===== config.mk =====
export PLATFORM = sky130hd
export DESIGN_NAME = serial_output_test_pattern_gen
export DESIGN_NICKNAME = d
export VERILOG_FILES = /design/src/common/pattern_pkg.sv /design/src/common/gen_if.sv /design/src/hw/pattern_generators.sv /design/src/hw/line_selector.sv /design/src/hw/serial_output_test_pattern_gen.sv
export SDC_FILE = /design/constraint.sdc
export NUM_CORES = 1
export LEC_CHECK = 0
export BUFFER_PORTS_ARGS = -buffer_cell sky130_fd_sc_hd__buf_2
export CORE_MARGIN = 2
export CORE_UTILIZATION = 37
export CTS_BUF_LIST = sky130_fd_sc_hd__clkbuf_8
export DETAILED_ROUTE_END_ITERATION = 10
export PLACE_DENSITY = 0.62
export SETUP_SLACK_MARGIN = 0.02
export SLEW_MARGIN = 20
export SYNTH_ARGS = -nofsm -noshare
export SYNTH_HDL_FRONTEND = slang
export SYNTH_SLANG_ARGS = --single-unit
export TNS_END_PERCENT = 30

===== constraint.sdc =====
create_clock -name pclk -period 2.45 [get_ports pclk]
set_input_delay 0.1225 -clock pclk [delete_from_list [all_inputs] [get_ports pclk]]
set_output_delay 0.1225 -clock pclk [all_outputs]
set_load 0.03 [all_outputs]

===== src/common/pattern_pkg.sv =====
package pattern_pkg;
	// ==========================================================
	// Geometry
	localparam int                  NUM_LINES    = 16;
	localparam int                  SER_FACTOR   = 14;
	localparam int                  ADC_BITS     = 14;
	localparam int                  CUSTOM_BITS  = 16;
	localparam int                  PRBS_BITS    = 23;
	localparam int                  PRBS_OUT     = 16;
	// Ramp step 2^(S-N) in serialized-word units
	localparam logic [13:0]         RAMP_STEP    = 14'(1 << (SER_FACTOR - ADC_BITS));
	localparam logic [13:0]         RAMP_START   = 14'h2000;
	localparam logic [22:0]         PRBS_SEED    = 23'h7FFFFF;
	localparam logic [31:0]         CUSTOM_RESET = 32'h00000000;

	// ==========================================================
	// Pattern encodings of the three-bit select fields
	localparam logic [2:0]          PAT_NONE     = 3'h0;
	localparam logic [2:0]          PAT_ZEROS    = 3'h1;
	localparam logic [2:0]          PAT_ONES     = 3'h2;
	localparam logic [2:0]          PAT_DESKEW   = 3'h3;
	localparam logic [2:0]          PAT_SYNC     = 3'h4;
	localparam logic [2:0]          PAT_CUSTOM   = 3'h5;
	localparam logic [2:0]          PAT_RAMP     = 3'h6;
	localparam logic [2:0]          PAT_TOGGLE   = 3'h7;

	localparam logic [13:0]         WORD_DESKEW  = 14'h1555;
	localparam logic [13:0]         WORD_SYNC    = 14'h3F80;

	// ==========================================================
	// APB register byte offsets
	localparam logic [11:0]         OFS_CTRL     = 12'h000;
	localparam logic [11:0]         OFS_CUSTOM   = 12'h004;
	localparam logic [11:0]         OFS_LSEL_LO  = 12'h008;
	localparam logic [11:0]         OFS_LSEL_HI  = 12'h00C;
	localparam logic [11:0]         OFS_LPRBS    = 12'h010;
	localparam logic [11:0]         OFS_STATUS   = 12'h014;

	// CTRL field positions
	localparam int                  CTRL_GSEL    = 0;
	localparam int                  CTRL_IND     = 3;
	localparam int                  CTRL_GPRBS   = 4;
	localparam int                  CTRL_RAND_EN = 5;
	localparam int                  CTRL_LEN9    = 6;
	localparam int                  CTRL_RESTART = 7;

	// Generator state phases
	typedef enum logic [1:0] {
		GEN_IDLE = 2'b01,
		GEN_RUN  = 2'b10
	} gen_state_t;

	// Per-line pattern selector: 2^N-wrapped fixed words
	function automatic logic [13:0] fixed_word(input logic [2:0] sel,
		input logic [15:0] custom);
		case (sel)
			PAT_ZEROS:  fixed_word = 14'h0000;
			PAT_ONES:   fixed_word = 14'h3FFF;
			PAT_DESKEW: fixed_word = WORD_DESKEW;
			PAT_SYNC:   fixed_word = WORD_SYNC;
			PAT_CUSTOM: fixed_word = custom[15:2];
			default:    fixed_word = 14'h0000;
		endcase
	endfunction : fixed_word
endpackage : pattern_pkg


===== src/common/gen_if.sv =====
interface gen_if;
	logic        restart;
	logic        len9;
	logic        toggle_clear;
	logic [13:0] ramp_word;
	logic        toggle_bit;
	logic [15:0] prbs_word;
	logic        running;

	modport gen (input restart, input len9, input toggle_clear,
		output ramp_word, output toggle_bit, output prbs_word, output running);
	modport user (output restart, output len9, output toggle_clear,
		input ramp_word, input toggle_bit, input prbs_word, input running);
endinterface : gen_if


===== src/hw/pattern_generators.sv =====
module pattern_generators (
	input  wire logic pclk,
	input  wire logic presetn,
	gen_if.gen        gio
);
	typedef struct packed {
		pattern_pkg::gen_state_t phase;
		logic [13:0]             ramp;
		logic                    toggle;
		logic [22:0]             lfsr;
	} gen_st_t;

	gen_st_t st_reg;
	gen_st_t st_next;

	// ==========================================================
	// Free-running generators, one step per conversion clock
	always_comb begin
		st_next = st_reg;
		st_next.phase = pattern_pkg::GEN_RUN;
		st_next.ramp = 14'(st_reg.ramp + pattern_pkg::RAMP_STEP);
		st_next.toggle = ~st_reg.toggle;
		if (gio.len9) begin
			// Nine-bit polynomial x^9+x^5+1 lives in the top bits
			st_next.lfsr = {st_reg.lfsr[21:14], st_reg.lfsr[22] ^ st_reg.lfsr[18],
				st_reg.lfsr[13:0]};
		end else begin
			st_next.lfsr = {st_reg.lfsr[21:0], st_reg.lfsr[22] ^ st_reg.lfsr[17]};
		end
		if (gio.toggle_clear) begin
			st_next.toggle = 1'b0;
		end
		if (gio.restart) begin
			// Restart holds all sequences at their origin
			st_next.phase = pattern_pkg::GEN_IDLE;
			st_next.ramp = pattern_pkg::RAMP_START;
			st_next.toggle = 1'b0;
			st_next.lfsr = pattern_pkg::PRBS_SEED;
		end
	end

	always_ff @(posedge pclk or negedge presetn) begin
		if (!presetn) begin
			st_reg <= '{pattern_pkg::GEN_IDLE, pattern_pkg::RAMP_START, 1'b0,
				pattern_pkg::PRBS_SEED};
		end else begin
			st_reg <= st_next;
		end
	end

	assign gio.ramp_word = st_reg.ramp;
	assign gio.toggle_bit = st_reg.toggle;
	assign gio.prbs_word = st_reg.lfsr[22:7];
	assign gio.running = (st_reg.phase == pattern_pkg::GEN_RUN);

	// ==========================================================
	// Checks
	chk_ramp_step: assert property (@(posedge pclk) disable iff (!presetn)
		!gio.restart |=> st_reg.ramp == 14'($past(st_reg.ramp) + 14'h0001))
		else $error("ramp did not advance by one step");
	chk_toggle_alt: assert property (@(posedge pclk) disable iff (!presetn)
		(!gio.restart && !gio.toggle_clear) |=> st_reg.toggle != $past(st_reg.toggle))
		else $error("toggle did not alternate");
	chk_prbs_restart: assert property (@(posedge pclk) disable iff (!presetn)
		gio.restart |=> st_reg.lfsr == pattern_pkg::PRBS_SEED)
		else $error("restart did not reseed generator");
	chk_ramp_origin: assert property (@(posedge pclk) disable iff (!presetn)
		gio.restart |=> st_reg.ramp == pattern_pkg::RAMP_START)
		else $error("restart did not return ramp to negative full scale");
	cov_ramp_wrap: cover property (@(posedge pclk) disable iff (!presetn)
		st_reg.ramp == 14'h3FFF ##1 st_reg.ramp == 14'h0000);
endmodule : pattern_generators


===== src/hw/line_selector.sv =====
module line_selector (
	input  wire logic        pclk,
	input  wire logic        presetn,
	input  wire logic [2:0]  sel,
	input  wire logic        prbs_on,
	input  wire logic [15:0] custom,
	input  wire logic [13:0] ramp_word,
	input  wire logic        toggle_bit,
	input  wire logic [15:0] prbs_word,
	input  wire logic [13:0] sample,
	output logic [13:0]      word_out
);
	typedef struct packed {
		logic [13:0] word;
	} sel_st_t;

	sel_st_t st_reg;
	sel_st_t st_next;

	// ==========================================================
	// Pattern mux; pseudo-random overrides custom or ramp base
	always_comb begin
		st_next = st_reg;
		case (sel)
			pattern_pkg::PAT_NONE:   st_next.word = sample;
			pattern_pkg::PAT_RAMP:   st_next.word = ramp_word;
			pattern_pkg::PAT_TOGGLE: st_next.word = {14{toggle_bit}};
			default:                 st_next.word = pattern_pkg::fixed_word(sel, custom);
		endcase
		if (prbs_on && (sel == pattern_pkg::PAT_CUSTOM || sel == pattern_pkg::PAT_RAMP)) begin
			st_next.word = prbs_word[15:2];
		end
	end

	// Registered so every line sees identical latency
	always_ff @(posedge pclk or negedge presetn) begin
		if (!presetn) begin
			st_reg <= '0;
		end else begin
			st_reg <= st_next;
		end
	end

	assign word_out = st_reg.word;

	chk_pass_through: assert property (@(posedge pclk) disable iff (!presetn)
		sel == pattern_pkg::PAT_NONE |=> word_out == $past(sample))
		else $error("sample not passed unchanged");
	chk_deskew_word: assert property (@(posedge pclk) disable iff (!presetn)
		sel == pattern_pkg::PAT_DESKEW |=> word_out == 14'h1555)
		else $error("deskew word wrong");
	chk_sync_word: assert property (@(posedge pclk) disable iff (!presetn)
		sel == pattern_pkg::PAT_SYNC |=> word_out == 14'h3F80)
		else $error("sync word wrong");
	chk_custom_msb: assert property (@(posedge pclk) disable iff (!presetn)
		(sel == pattern_pkg::PAT_CUSTOM && !prbs_on) |=> word_out == $past(custom[15:2]))
		else $error("custom word not msb aligned");
	chk_prbs_word: assert property (@(posedge pclk) disable iff (!presetn)
		(sel == pattern_pkg::PAT_RAMP && prbs_on) |=> word_out == $past(prbs_word[15:2]))
		else $error("prbs word not substituted");
	cov_toggle_used: cover property (@(posedge pclk) disable iff (!presetn)
		sel == pattern_pkg::PAT_TOGGLE [*3]);
endmodule : line_selector


===== src/hw/serial_output_test_pattern_gen.sv =====
// Register access over APB and the register addresses were decided locally.
module serial_output_test_pattern_gen (
	input  wire logic         pclk,
	input  wire logic         presetn,
	input  wire logic         psel,
	input  wire logic         penable,
	input  wire logic         pwrite,
	input  wire logic [11:0]  paddr,
	input  wire logic [31:0]  pwdata,
	input  wire logic [3:0]   pstrb,
	output logic [31:0]       prdata,
	output logic              pready,
	output logic              pslverr,
	input  wire logic [223:0] sample_in,
	output logic [223:0]      line_out
);
	localparam int NL = pattern_pkg::NUM_LINES;

	// ==========================================================
	// State
	typedef struct packed {
		logic [7:0]    ctrl;
		logic [15:0]   custom;
		logic [47:0]   lsel;
		logic [15:0]   lprbs;
		logic [2:0]    last_gsel;
		logic [31:0]   rdata;
		logic          ready;
		logic          err;
	} top_st_t;

	top_st_t st_reg;
	top_st_t st_next;

	logic          access;
	logic          wr_strobe;
	logic [31:0]   wmask;
	logic [NL*14-1:0] sel_words;

	gen_if gio ();

	// ==========================================================
	// APB decode; one wait cycle so data comes from a flop
	assign access = psel && penable && !st_reg.ready;
	assign wr_strobe = access && pwrite;

	// Byte-lane mask from pstrb
	function automatic logic [31:0] lane_mask(input logic [3:0] s);
		lane_mask = {{8{s[3]}}, {8{s[2]}}, {8{s[1]}}, {8{s[0]}}};
	endfunction : lane_mask

	function automatic logic [31:0] merge(input logic [31:0] old, input logic [31:0] nw,
		input logic [31:0] m);
		merge = (old & ~m) | (nw & m);
	endfunction : merge

	assign wmask = lane_mask(pstrb);

	always_comb begin
		logic [31:0] tmp;
		tmp = '0;
		st_next = st_reg;
		st_next.ready = access;
		st_next.err = 1'b0;
		st_next.rdata = '0;
		// Restart is a self-clearing pulse
		st_next.ctrl[pattern_pkg::CTRL_RESTART] = 1'b0;
		st_next.last_gsel = st_reg.ctrl[2:0];
		if (access) begin
			case (paddr)
				pattern_pkg::OFS_CTRL: begin
					tmp = merge({24'h000000, st_reg.ctrl}, pwdata, wmask);
					if (pwrite) begin
						st_next.ctrl = tmp[7:0];
					end
					st_next.rdata = {24'h000000, st_reg.ctrl};
				end
				pattern_pkg::OFS_CUSTOM: begin
					tmp = merge({16'h0000, st_reg.custom}, pwdata, wmask);
					if (pwrite) begin
						st_next.custom = tmp[15:0];
					end
					st_next.rdata = {16'h0000, st_reg.custom};
				end
				pattern_pkg::OFS_LSEL_LO: begin
					tmp = merge({8'h00, st_reg.lsel[23:0]}, pwdata, wmask);
					if (pwrite) begin
						st_next.lsel[23:0] = tmp[23:0];
					end
					st_next.rdata = {8'h00, st_reg.lsel[23:0]};
				end
				pattern_pkg::OFS_LSEL_HI: begin
					tmp = merge({8'h00, st_reg.lsel[47:24]}, pwdata, wmask);
					if (pwrite) begin
						st_next.lsel[47:24] = tmp[23:0];
					end
					st_next.rdata = {8'h00, st_reg.lsel[47:24]};
				end
				pattern_pkg::OFS_LPRBS: begin
					tmp = merge({16'h0000, st_reg.lprbs}, pwdata, wmask);
					if (pwrite) begin
						st_next.lprbs = tmp[15:0];
					end
					st_next.rdata = {16'h0000, st_reg.lprbs};
				end
				pattern_pkg::OFS_STATUS: begin
					// Read-only: generator running flag and current ramp value
					st_next.rdata = {15'h0000, gio.running, 2'b00, gio.ramp_word};
					st_next.err = pwrite;
				end
				default: begin
					st_next.err = 1'b1;
				end
			endcase
		end
	end

	always_ff @(posedge pclk or negedge presetn) begin
		if (!presetn) begin
			st_reg <= '{8'h00, pattern_pkg::CUSTOM_RESET[15:0], 48'h0, 16'h0000,
				3'h0, 32'h00000000, 1'b0, 1'b0};
		end else begin
			st_reg <= st_next;
		end
	end

	assign prdata = st_reg.rdata;
	assign pready = st_reg.ready;
	assign pslverr = st_reg.err;

	// ==========================================================
	// Shared generators
	assign gio.restart = st_reg.ctrl[pattern_pkg::CTRL_RESTART];
	assign gio.len9 = st_reg.ctrl[pattern_pkg::CTRL_LEN9];
	// New global selection restarts the toggle phase
	assign gio.toggle_clear = st_reg.ctrl[2:0] != st_reg.last_gsel;

	pattern_generators u_gen (
		.pclk    (pclk),
		.presetn (presetn),
		.gio     (gio)
	);

	// ==========================================================
	// Per-line selection and substitution
	genvar g;
	generate
		for (g = 0; g < NL; g++) begin : g_line
			logic [2:0] sel;
			logic       prbs_on;
			// Individual mode uses per-line fields and enables
			assign sel = st_reg.ctrl[pattern_pkg::CTRL_IND] ? st_reg.lsel[g*3 +: 3]
				: st_reg.ctrl[2:0];
			// Global random needs both select and enable, as software sequences them
			assign prbs_on = st_reg.ctrl[pattern_pkg::CTRL_IND] ? st_reg.lprbs[g]
				: (st_reg.ctrl[pattern_pkg::CTRL_GPRBS]
				&& st_reg.ctrl[pattern_pkg::CTRL_RAND_EN]);
			line_selector u_sel (
				.pclk       (pclk),
				.presetn    (presetn),
				.sel        (sel),
				.prbs_on    (prbs_on),
				.custom     (st_reg.custom),
				.ramp_word  (gio.ramp_word),
				.toggle_bit (gio.toggle_bit),
				.prbs_word  (gio.prbs_word),
				.sample     (sample_in[g*14 +: 14]),
				.word_out   (sel_words[g*14 +: 14])
			);
		end
	endgenerate

	assign line_out = sel_words;

	// ==========================================================
	// Checks
	chk_common_lines: assert property (@(posedge pclk) disable iff (!presetn)
		(!st_reg.ctrl[3] && st_reg.ctrl[2:0] == pattern_pkg::PAT_TOGGLE)
		|=> line_out[13:0] == line_out[223:210])
		else $error("lines differ in common mode");
	chk_apb_ready: assert property (@(posedge pclk) disable iff (!presetn)
		(psel && penable && !pready) |=> pready)
		else $error("apb access not answered in one cycle");
	chk_restart_pulse: assert property (@(posedge pclk) disable iff (!presetn)
		st_reg.ctrl[pattern_pkg::CTRL_RESTART] |=> !st_reg.ctrl[pattern_pkg::CTRL_RESTART])
		else $error("restart did not self clear");
	cov_ind_mode: cover property (@(posedge pclk) disable iff (!presetn)
		st_reg.ctrl[pattern_pkg::CTRL_IND] ##1 st_reg.lprbs != 16'h0000);
	cov_write: cover property (@(posedge pclk) disable iff (!presetn)
		wr_strobe && paddr == pattern_pkg::OFS_CUSTOM);
endmodule : serial_output_test_pattern_gen


[Yosys cells after proc, flatten, opt, wreduce, memory -nomap -nowiden]
Cells that the tools add are included.
Storage, ports and cells
  register bits after elaboration: 389
  bits of input ports: 277
  output and inout port bits: 258
Cells by class
  $add $sub $neg: 1
  equal/unequal tests: 104
  bitwise operators: 15
  multiplexer cells: 98
  reduce and logical (&&, ||, !) cells: 59
Operators with widths (number)
  case mux 14 bit (4 select lines): 16
  case mux 14 bit (3 select lines): 16
  two-way mux 14 bit: 16
  equality test 3 bit (second input constant): 64
  case mux 24 bit (6 select lines): 1
  two-way mux 24 bit: 5
  equality test 3 x 2 -> 1 bit (second input constant): 32
  two-way mux 88 bit: 1
  bitwise AND 24 bit: 3
  two-way mux 16 bit: 4
  logical NOT 3 bit: 16
  two-way mux 3 bit: 16
  bitwise OR 24 bit: 2
  two-way mux 40 bit: 1
  bitwise AND 16 bit: 2
  bitwise OR 16 bit: 2
  equality test 12 x 4 -> 1 bit (second input constant): 2
  equality test 12 x 5 -> 1 bit (second input constant): 2
  NOT 24 bit: 1
  logical AND 1 bit: 19
  two-way mux 1 bit: 18
  logical OR 1 bit: 16
  two-way mux 8 bit: 2
  two-way mux 15 bit: 1
  14 further kinds: 19

[Longest topological paths before layout]
Gate-level depths: netlist of run 1.
  word-level depth: 6
  mapped depth: 11
  gate-level depth less buffers: 6

[Hierarchy]
A second synthesis of run 1 with hierarchy kept.
Second synthesis, totals
  cells, all modules: 2508
  area, all modules: 23526.3 µm²
By module, submodules not included
  line_selector: times used 16, cells each 113, sequential area each 350.3 µm², area an instance 978.4 µm²
  serial_output_test_pattern_gen: times used 1, cells each 532, sequential area each 2927.8 µm², area an instance 5992.0 µm²
  pattern_generators: times used 1, cells each 168, sequential area each 1032.2 µm², area an instance 1879.3 µm²

[Least setup slack after synthesis of run 1]
No wires, ideal clock.
  kind: reg2reg
  start: register (tool-made name)
  end: register g_line[7].u_sel.st_reg, in the netlist g_line[7].u_sel.word_out[7]
  period minus slack after synthesis: 2.029 ns
  stages on the path, launching flop included: 9
  slack: 0.421 ns
  required time: 2.324 ns
  arrival: 1.903 ns
  path buffers: 4
  cell sequence: dfrtp_1 buf_6 buf_6 buf_8 mux2_2 buf_2 a21oi_1 o21ai_1 o32a_1
RTL lines
  end signal, assigned: line line_selector.sv:40  | st_reg <= st_next;
  end, declared: line line_selector.sv:17  | sel_st_t st_reg;

==> results of run 1 <==
-- metrics by stage --
step / area [um^2] / power, mW / hold slack [ps] / setup WS (ps)
floorplan: 22980 / 7.660 / -173.1 / 420.7
global placement: 27130 / 8.762 / 126.4 / 116.3
detailed placement: 27130 / 8.764 / 132.2 / 105.5
CTS: 30970 / 15.57 / 0.1406 / 61.08
global route: 31040 / 15.98 / 48.52 / 20.39
finish: 31040 / 15.53 / 21.17 / 68.50
-- cell type report --
type,instances,share of cell area (%)
multi-input cells,1809,38.88
flip-flops and latches,381,30.85
repair buffers,974,22.25
clock buffers,84,3.725
well taps,790,3.185
clock inverters,37,0.9070
inverters,16,0.1935
diodes,1,0.008062
-- logic make-up after synthesis --
group / count (synthesis) / synth area share, %
XOR/XNOR: 20 / 0.7630
AO/OA/AOI/OAI: 877 / 26.31
flip-flops: 381 / 41.67
adder cells (fa/ha/maj): 1 / 0.05450
buffers and inverters: 280 / 6.050
other: 1 / 0.01634
AND/OR/NAND/NOR: 675 / 13.45
multiplexers: 228 / 11.69
-- Yosys cell counts (7+ instances only) --
library cell and instances:
mux2i_2 14, a32oi_1 7, o31ai_1 10, nand3_1 52
inv_1 15, clkbuf_1 126, mux2_1 16, buf_6 12
nor2_1 206, a221oi_1 22, nor2b_1 10, mux4_2 8
or2_2 8, buf_4 41, a22oi_1 135, a31oi_1 11
a22o_1 7, buf_2 66, nand2_1 285, dfstp_2 25
nor3_1 21, o21ai_0 164, a21oi_1 148, o211ai_1 29
xnor2_1 10, o22ai_1 22, xor2_1 10, o21ai_1 64
o2bb2ai_1 7, nor2_2 7, nand2b_1 11, nor3_2 12
and2_1 9, and3_1 12, mux2_2 127, mux2i_1 55
dfrtp_1 356, nor4_1 10, a211oi_1 25, buf_1 18
o22a_1 161
-- cells in the final DEF, fill, tap and decap left out, types with 12 or more instances in the layout --
cell type,instances
buf_2,516
dlygate4sd3_1,239
a21oi_1,148
mux2i_1,54
buf_4,195
a22oi_1,135
nor3_1,20
o21ai_0,164
nor3_2,12
mux2i_2,14
dfstp_2,25
inv_1,34
and3_1,12
dfrtp_1,351
o22ai_1,22
nor2_1,204
a221oi_1,22
nand2_1,285
nand3_1,51
mux2_2,127
clkbuf_8,84
o21ai_1,63
mux2_1,16
buf_12,22
o22a_1,161
a211oi_1,25
o211ai_1,29
-- final timing paths --
check / to / slack (ps) / from / cells past startpoint
worst max-delay path: g_line[9].u_sel.word_out[0] / 70 / flop / 6
worst min-delay path: g_line[2].u_sel.word_out[7] / 20 / presetn / 2
worst max register to register: g_line[9].u_sel.word_out[0] / 70 / flop / 6
worst min register to register: flop / 520 / flop / 1
max in group asynchronous: u_gen.gio.prbs_word[7] / 1550 / presetn / 3
min in group pclk: g_line[8].u_sel.word_out[11] / 50 / sample_in[123] / 4
-- where the power goes --
part | internal [mW] | switching (mW) | total, mW
registers | 6.51 | 0.170 | 6.68
clock network | 3.53 | 2.99 | 6.53
logic | 0.905 | 1.43 | 2.33
-- worst max-delay path: stages (launching register included) --
cell and delay, ps:
dfrtp_4 520, buf_12 280, mux2i_1 400, nor2_1 140, o21a_2 330, o31ai_1 370, buf_4 200
-- routing by layer --
metal | up-vias | share of wire, % | GRT usage (%)
li1 | 10630 | - | -
met2 | 1740 | 45 | 58.44
met1 | 12280 | 38 | 45.15
met5 | - | 0 | 0
met4 | 0 | 6.8 | 22.35
met3 | 436 | 10 | 8.625
-- timing repair --
| action | 4_1_cts | 5_1_grt |
|---|---|---|
| hold endpoints to repair | 662 | 0 |
| buffers inserted | 0 | 1 |
| endpoints found under the setup margin | 0 | 56 |
| resized for setup | 0 | 10 |
| hold buffers | 240 | 0 |
==> run_results.csv, run 1 <==
group,metric,value,unit
outcome,status,"completed",
placement,dp.cells,3729,
sta,setup_tns,0,ps
logic_synthesis,synth-seq-cells,381,
sta,hold_viol_final,0,
worst_setup_path,cp_max_fo,42,
worst_hold_path,hold_path_class,"input pin to async pin",
logic_synthesis,synth_area_leaders,"dfrtp_1 39%, mux2_2 6.2%, o22a_1 6.1%",
floorplanning,start_util,37.34,%
power,ir_drop,0.3575,mV
logic_synthesis,synth_cell_types,92,
clocking,cts_buffers,70,
cells_and_area,final_cells,4092,
placement,gp_congestion,0.9887,
drt,num_vias,25090,
floorplanning,die-height,253.1,um
logic_synthesis,synth-edff-count,0,
sta,setup_viol,0,
sta,max_freq,0.4199,GHz
worst_setup_path,path_class,"flop to flop",
cells_and_area,final_util,50.48,%
sta,worstMarginPinSlew,959.6,ps
grt,grt_max_degree,63,
placement,dp_hpwl,86.63,mm
clocking,clkSlewWorstSetupHoldPaths,70,ps
logic_synthesis,synth_cells,2463,
worst_setup_path,start_kind,"flop",
sta,slew_viol_final,0,
drt,antenna_left,0,
sta,timing.final.crit_share,97.20,%
worst_setup_path,worstPathRequired,3040,ps
drt,wire_per_inst,29.51,um
cells_and_area,fillers,5656,
logic_synthesis,post_synth.cell_area_avg,9.320,um^2
cells_and_area,ff_latch_area,9574,um^2
power,powerDensity,500.5,nW/um^2
sta,skew,27.72,ps
drt,drtIter0Drc,3049,
logic_synthesis,syn_area,22960,um^2
sta,rsz0062_at_grt,"no",
logic_synthesis,synthFlopType,"dfrtp_1",
grt,antenna_found_initial,4,
floorplanning,pin_count,535,
floorplanning,die_area,64050,um^2
clocking,clkSinkCount,381,
grt,grt_pass1_vias,24730,
placement,io_buffers,517,
cells_and_area,final_net_count,3530,
floorplanning,die_w,253.1,um
floorplanning,rows,91,
drt,wl,120.8,mm
grt,grt_pass1_wl,168.7,mm
flow_run,maxCapViolations,0,
sta,layout_min_cycle_time,2381,ps
cells_and_area,syn_to_final_growth,35.21,%
floorplanning,core_area,61480,um^2
worst_setup_path,cp.arrival,2970,ps
logic_synthesis,async_flop_share,100.0,%
worst_setup_path,end_kind,"flop",
power,p_leak,14.22,nW
logic_synthesis,synth.largest_area_cell,"dfrtp_1",
grt,grt_util_all_layers,36.70,%
clocking,cts_tree,"yes",
drt,drc,0,
cells_and_area,drive_above_1_share,33.23,%
drt,dr.pass1.iters,6,
logic_synthesis,ys_warn_count,0,
cells_and_area,multi_input_area,12070,um^2
drt,viasPerCell,6.130,
clocking,cts_root_buffer,"clkbuf_8",
grt,overflow,0,
sta,slew_headroom,36.03,%
clocking,htree_levels,3,
clocking,cts_buffer_depth,3,
logic_synthesis,synth.yosys.seq_area_share,41.67,%
logic_synthesis,synth_top_area_share,38.81,%
clocking,clk_latency,680,ps
Power figures use the tool's default switching activity.
==> run 2: changes to the inputs <==
- SYNTH_HIERARCHICAL: unset -> 1
==> run 2 against run 1 <==
Effect of this change:
- power is 0.15% higher
- non-clock buffer count shrank 54
- sequential cell count unchanged
- sequential share of layout area increased by 0.066 points
- critical path type unchanged
- worst setup slack improved by 50 ps
- maximum frequency increased by 2.1%
- via count shrank 0.96%
==> run_results.csv, run 2 <==
group,metric,value,unit
clocking,clkSinkCount,381,
cells_and_area,layout_commonest_cell,"buf_2",
clocking,htree_levels,3,
clocking,cts_buffers,70,
sta,max_freq,0.4289,GHz
worst_hold_path,hold_path_class,"input pin to async pin",
cells_and_area,final_net_count,3563,
grt,grt_pass1_wl,163.5,mm
cells_and_area,fillers,5873,
cells_and_area,syn_to_final_growth,31.65,%
floorplanning,die_w,256.1,um
worst_setup_path,r2r_slack,120,ps
drt,viasPerCell,5.931,
floorplanning,start_util,37.34,%
sta,timing.final.crit_share,95.17,%
drt,num_vias,24850,
grt,grt_pass1_vias,24310,
cells_and_area,multi_input_area,12020,um^2
placement,dp_hpwl,78.77,mm
clocking,cts_buffer_depth,3,
sta,slew_viol_final,0,
grt,overflow,0,
worst_setup_path,end_kind,"flop",
logic_synthesis,post_synth.cell_area_avg,9.382,um^2
floorplanning,die_area,65580,um^2
power,powerDensity,502.6,nW/um^2
placement,gp_congestion,0.9552,
clocking,cts_root_buffer,"clkbuf_8",
worst_setup_path,start_kind,"flop",
worst_setup_path,reg2reg_depth,7,
grt,gr-usage-met1,44.24,%
sta,setup_viol,0,
grt,use_met3,6.477,%
sta,skew,50.45,ps
worst_setup_path,path_class,"flop to flop",
sta,slew_headroom,33.84,%
grt,antenna_found_initial,6,
placement,dp.cells,3801,
floorplanning,rows,92,
drt,wl,114.9,mm
sta,hold_viol_final,0,
flow_run,maxCapViolations,0,
worst_setup_path,cp.arrival,2860,ps
grt,grtUsageMet2,51.96,%
logic_synthesis,synth_cells,2506,
worst_setup_path,cp_max_fo,16,
outcome,status,"completed",
logic_synthesis,ys_warn_count,6,
sta,rsz0062_at_grt,"yes",
logic_synthesis,syn_area,23510,um^2
placement,io_buffers,517,
clocking,clk_latency,700,ps
floorplanning,core_area,62970,um^2
drt,antenna_left,0,
drt,dr.pass1.iters,6,
floorplanning,die-height,256.1,um
clocking,clkSlewWorstSetupHoldPaths,60,ps
drt,wire_per_inst,27.44,um
cells_and_area,mostFrequentLayoutCells,"516 x buf_2, 354 x dfrtp_1, 296 x nand2_1",
grt,grt_max_degree,82,
power,p_leak,14.33,nW
cells_and_area,drive_above_1_share,30.04,%
sta,layout_min_cycle_time,2332,ps
floorplanning,pin_count,535,
grt,top_usage_layer,"met2",
worst_setup_path,worstPathRequired,2980,ps
sta,worstMarginPinSlew,992.5,ps
drt,drc,0,
clocking,cts_tree,"yes",
grt,grt_util_all_layers,33.84,%
cells_and_area,ff_latch_area,9568,um^2
power,power,15.56,mW
drt,drtIter0Drc,2805,
worst_setup_path,timing.rr.end,"g_line[7].u_sel/word_out[2]",
cells_and_area,final_cells,4189,
power,ir_drop,0.3455,mV
run 2: layout make-up:
cell class                      count  area share (%)
Antenna cell                        4         0.03234
Tap cell                          846           3.420
Clock inverter                     38          0.8489
Timing Repair Buffer              920           20.84
Clock buffer                       88           3.913
Multi-Input combinational cell   1812           38.82
Sequential cell                   381           30.91
Inverter                          100           1.213
run 2: worst max path at each step:
stage	start	to	slack, ps	cells past startpoint
6_report	flop	g_line[7].u_sel/word_out[2]	120	7
5_1_grt	flop	g_line[6].u_sel/word_out[4]	20	7
4_1_cts	flop	g_line[1].u_sel/word_out[5]	50	8
3_5_place_dp	flop	g_line[13].u_sel/word_out[7]	-40	9
3_3_place_gp	flop	g_line[13].u_sel/word_out[7]	-4	9
2_1_floorplan	pready	flop	440	4
run 2: timing repair:
action,4_1_cts,5_1_grt
setup buffers,0,1
hold buffers,256,0
endpoints found under the setup margin,5,54
resized for setup,1,10
endpoints found under the hold margin,568,0
gates cloned,0,1
run 2: metal layers:
metal | vias up | part of all wire (%)
met5 | - | 0.023
met3 | 446 | 9.9
li1 | 10570 | -
met2 | 1695 | 44
met1 | 12130 | 39
met4 | 4 | 6.7
run 2: critical path: stages, from the launching register on:
cell and delay [ps]:
dfrtp_2 450, nand2b_1 180, buf_12 180, nand2_1 350
or2_1 460, o22ai_1 210, nand2b_1 90, a32o_1 280
run 2: metrics by stage:
stage | worst slack (ps) | instance area (um^2) | setup TNS (ps) | utilization, % | hold slack, ps
after global routing | 18.07 | 30950 | 0 | 49.16 | 81.83
after detailed placement | -44.31 | 26840 | -44.31 | 42.62 | 193.0
after global placement | -3.676 | 26840 | -3.676 | 42.62 | 170.3
after floorplan | 437.4 | 23540 | 0 | - | -173.1
after CTS | 45.12 | 30880 | 0 | 49.04 | 1.031
final | 118.2 | 30950 | 0 | 49.16 | 30.55
run 2: power breakdown:
group,leakage (nW),switching (mW),internal [mW],total (mW)
clock,0.843,2.94,3.58,6.52
combinational,8.80,1.46,0.940,2.40
sequential,4.69,0.132,6.51,6.64
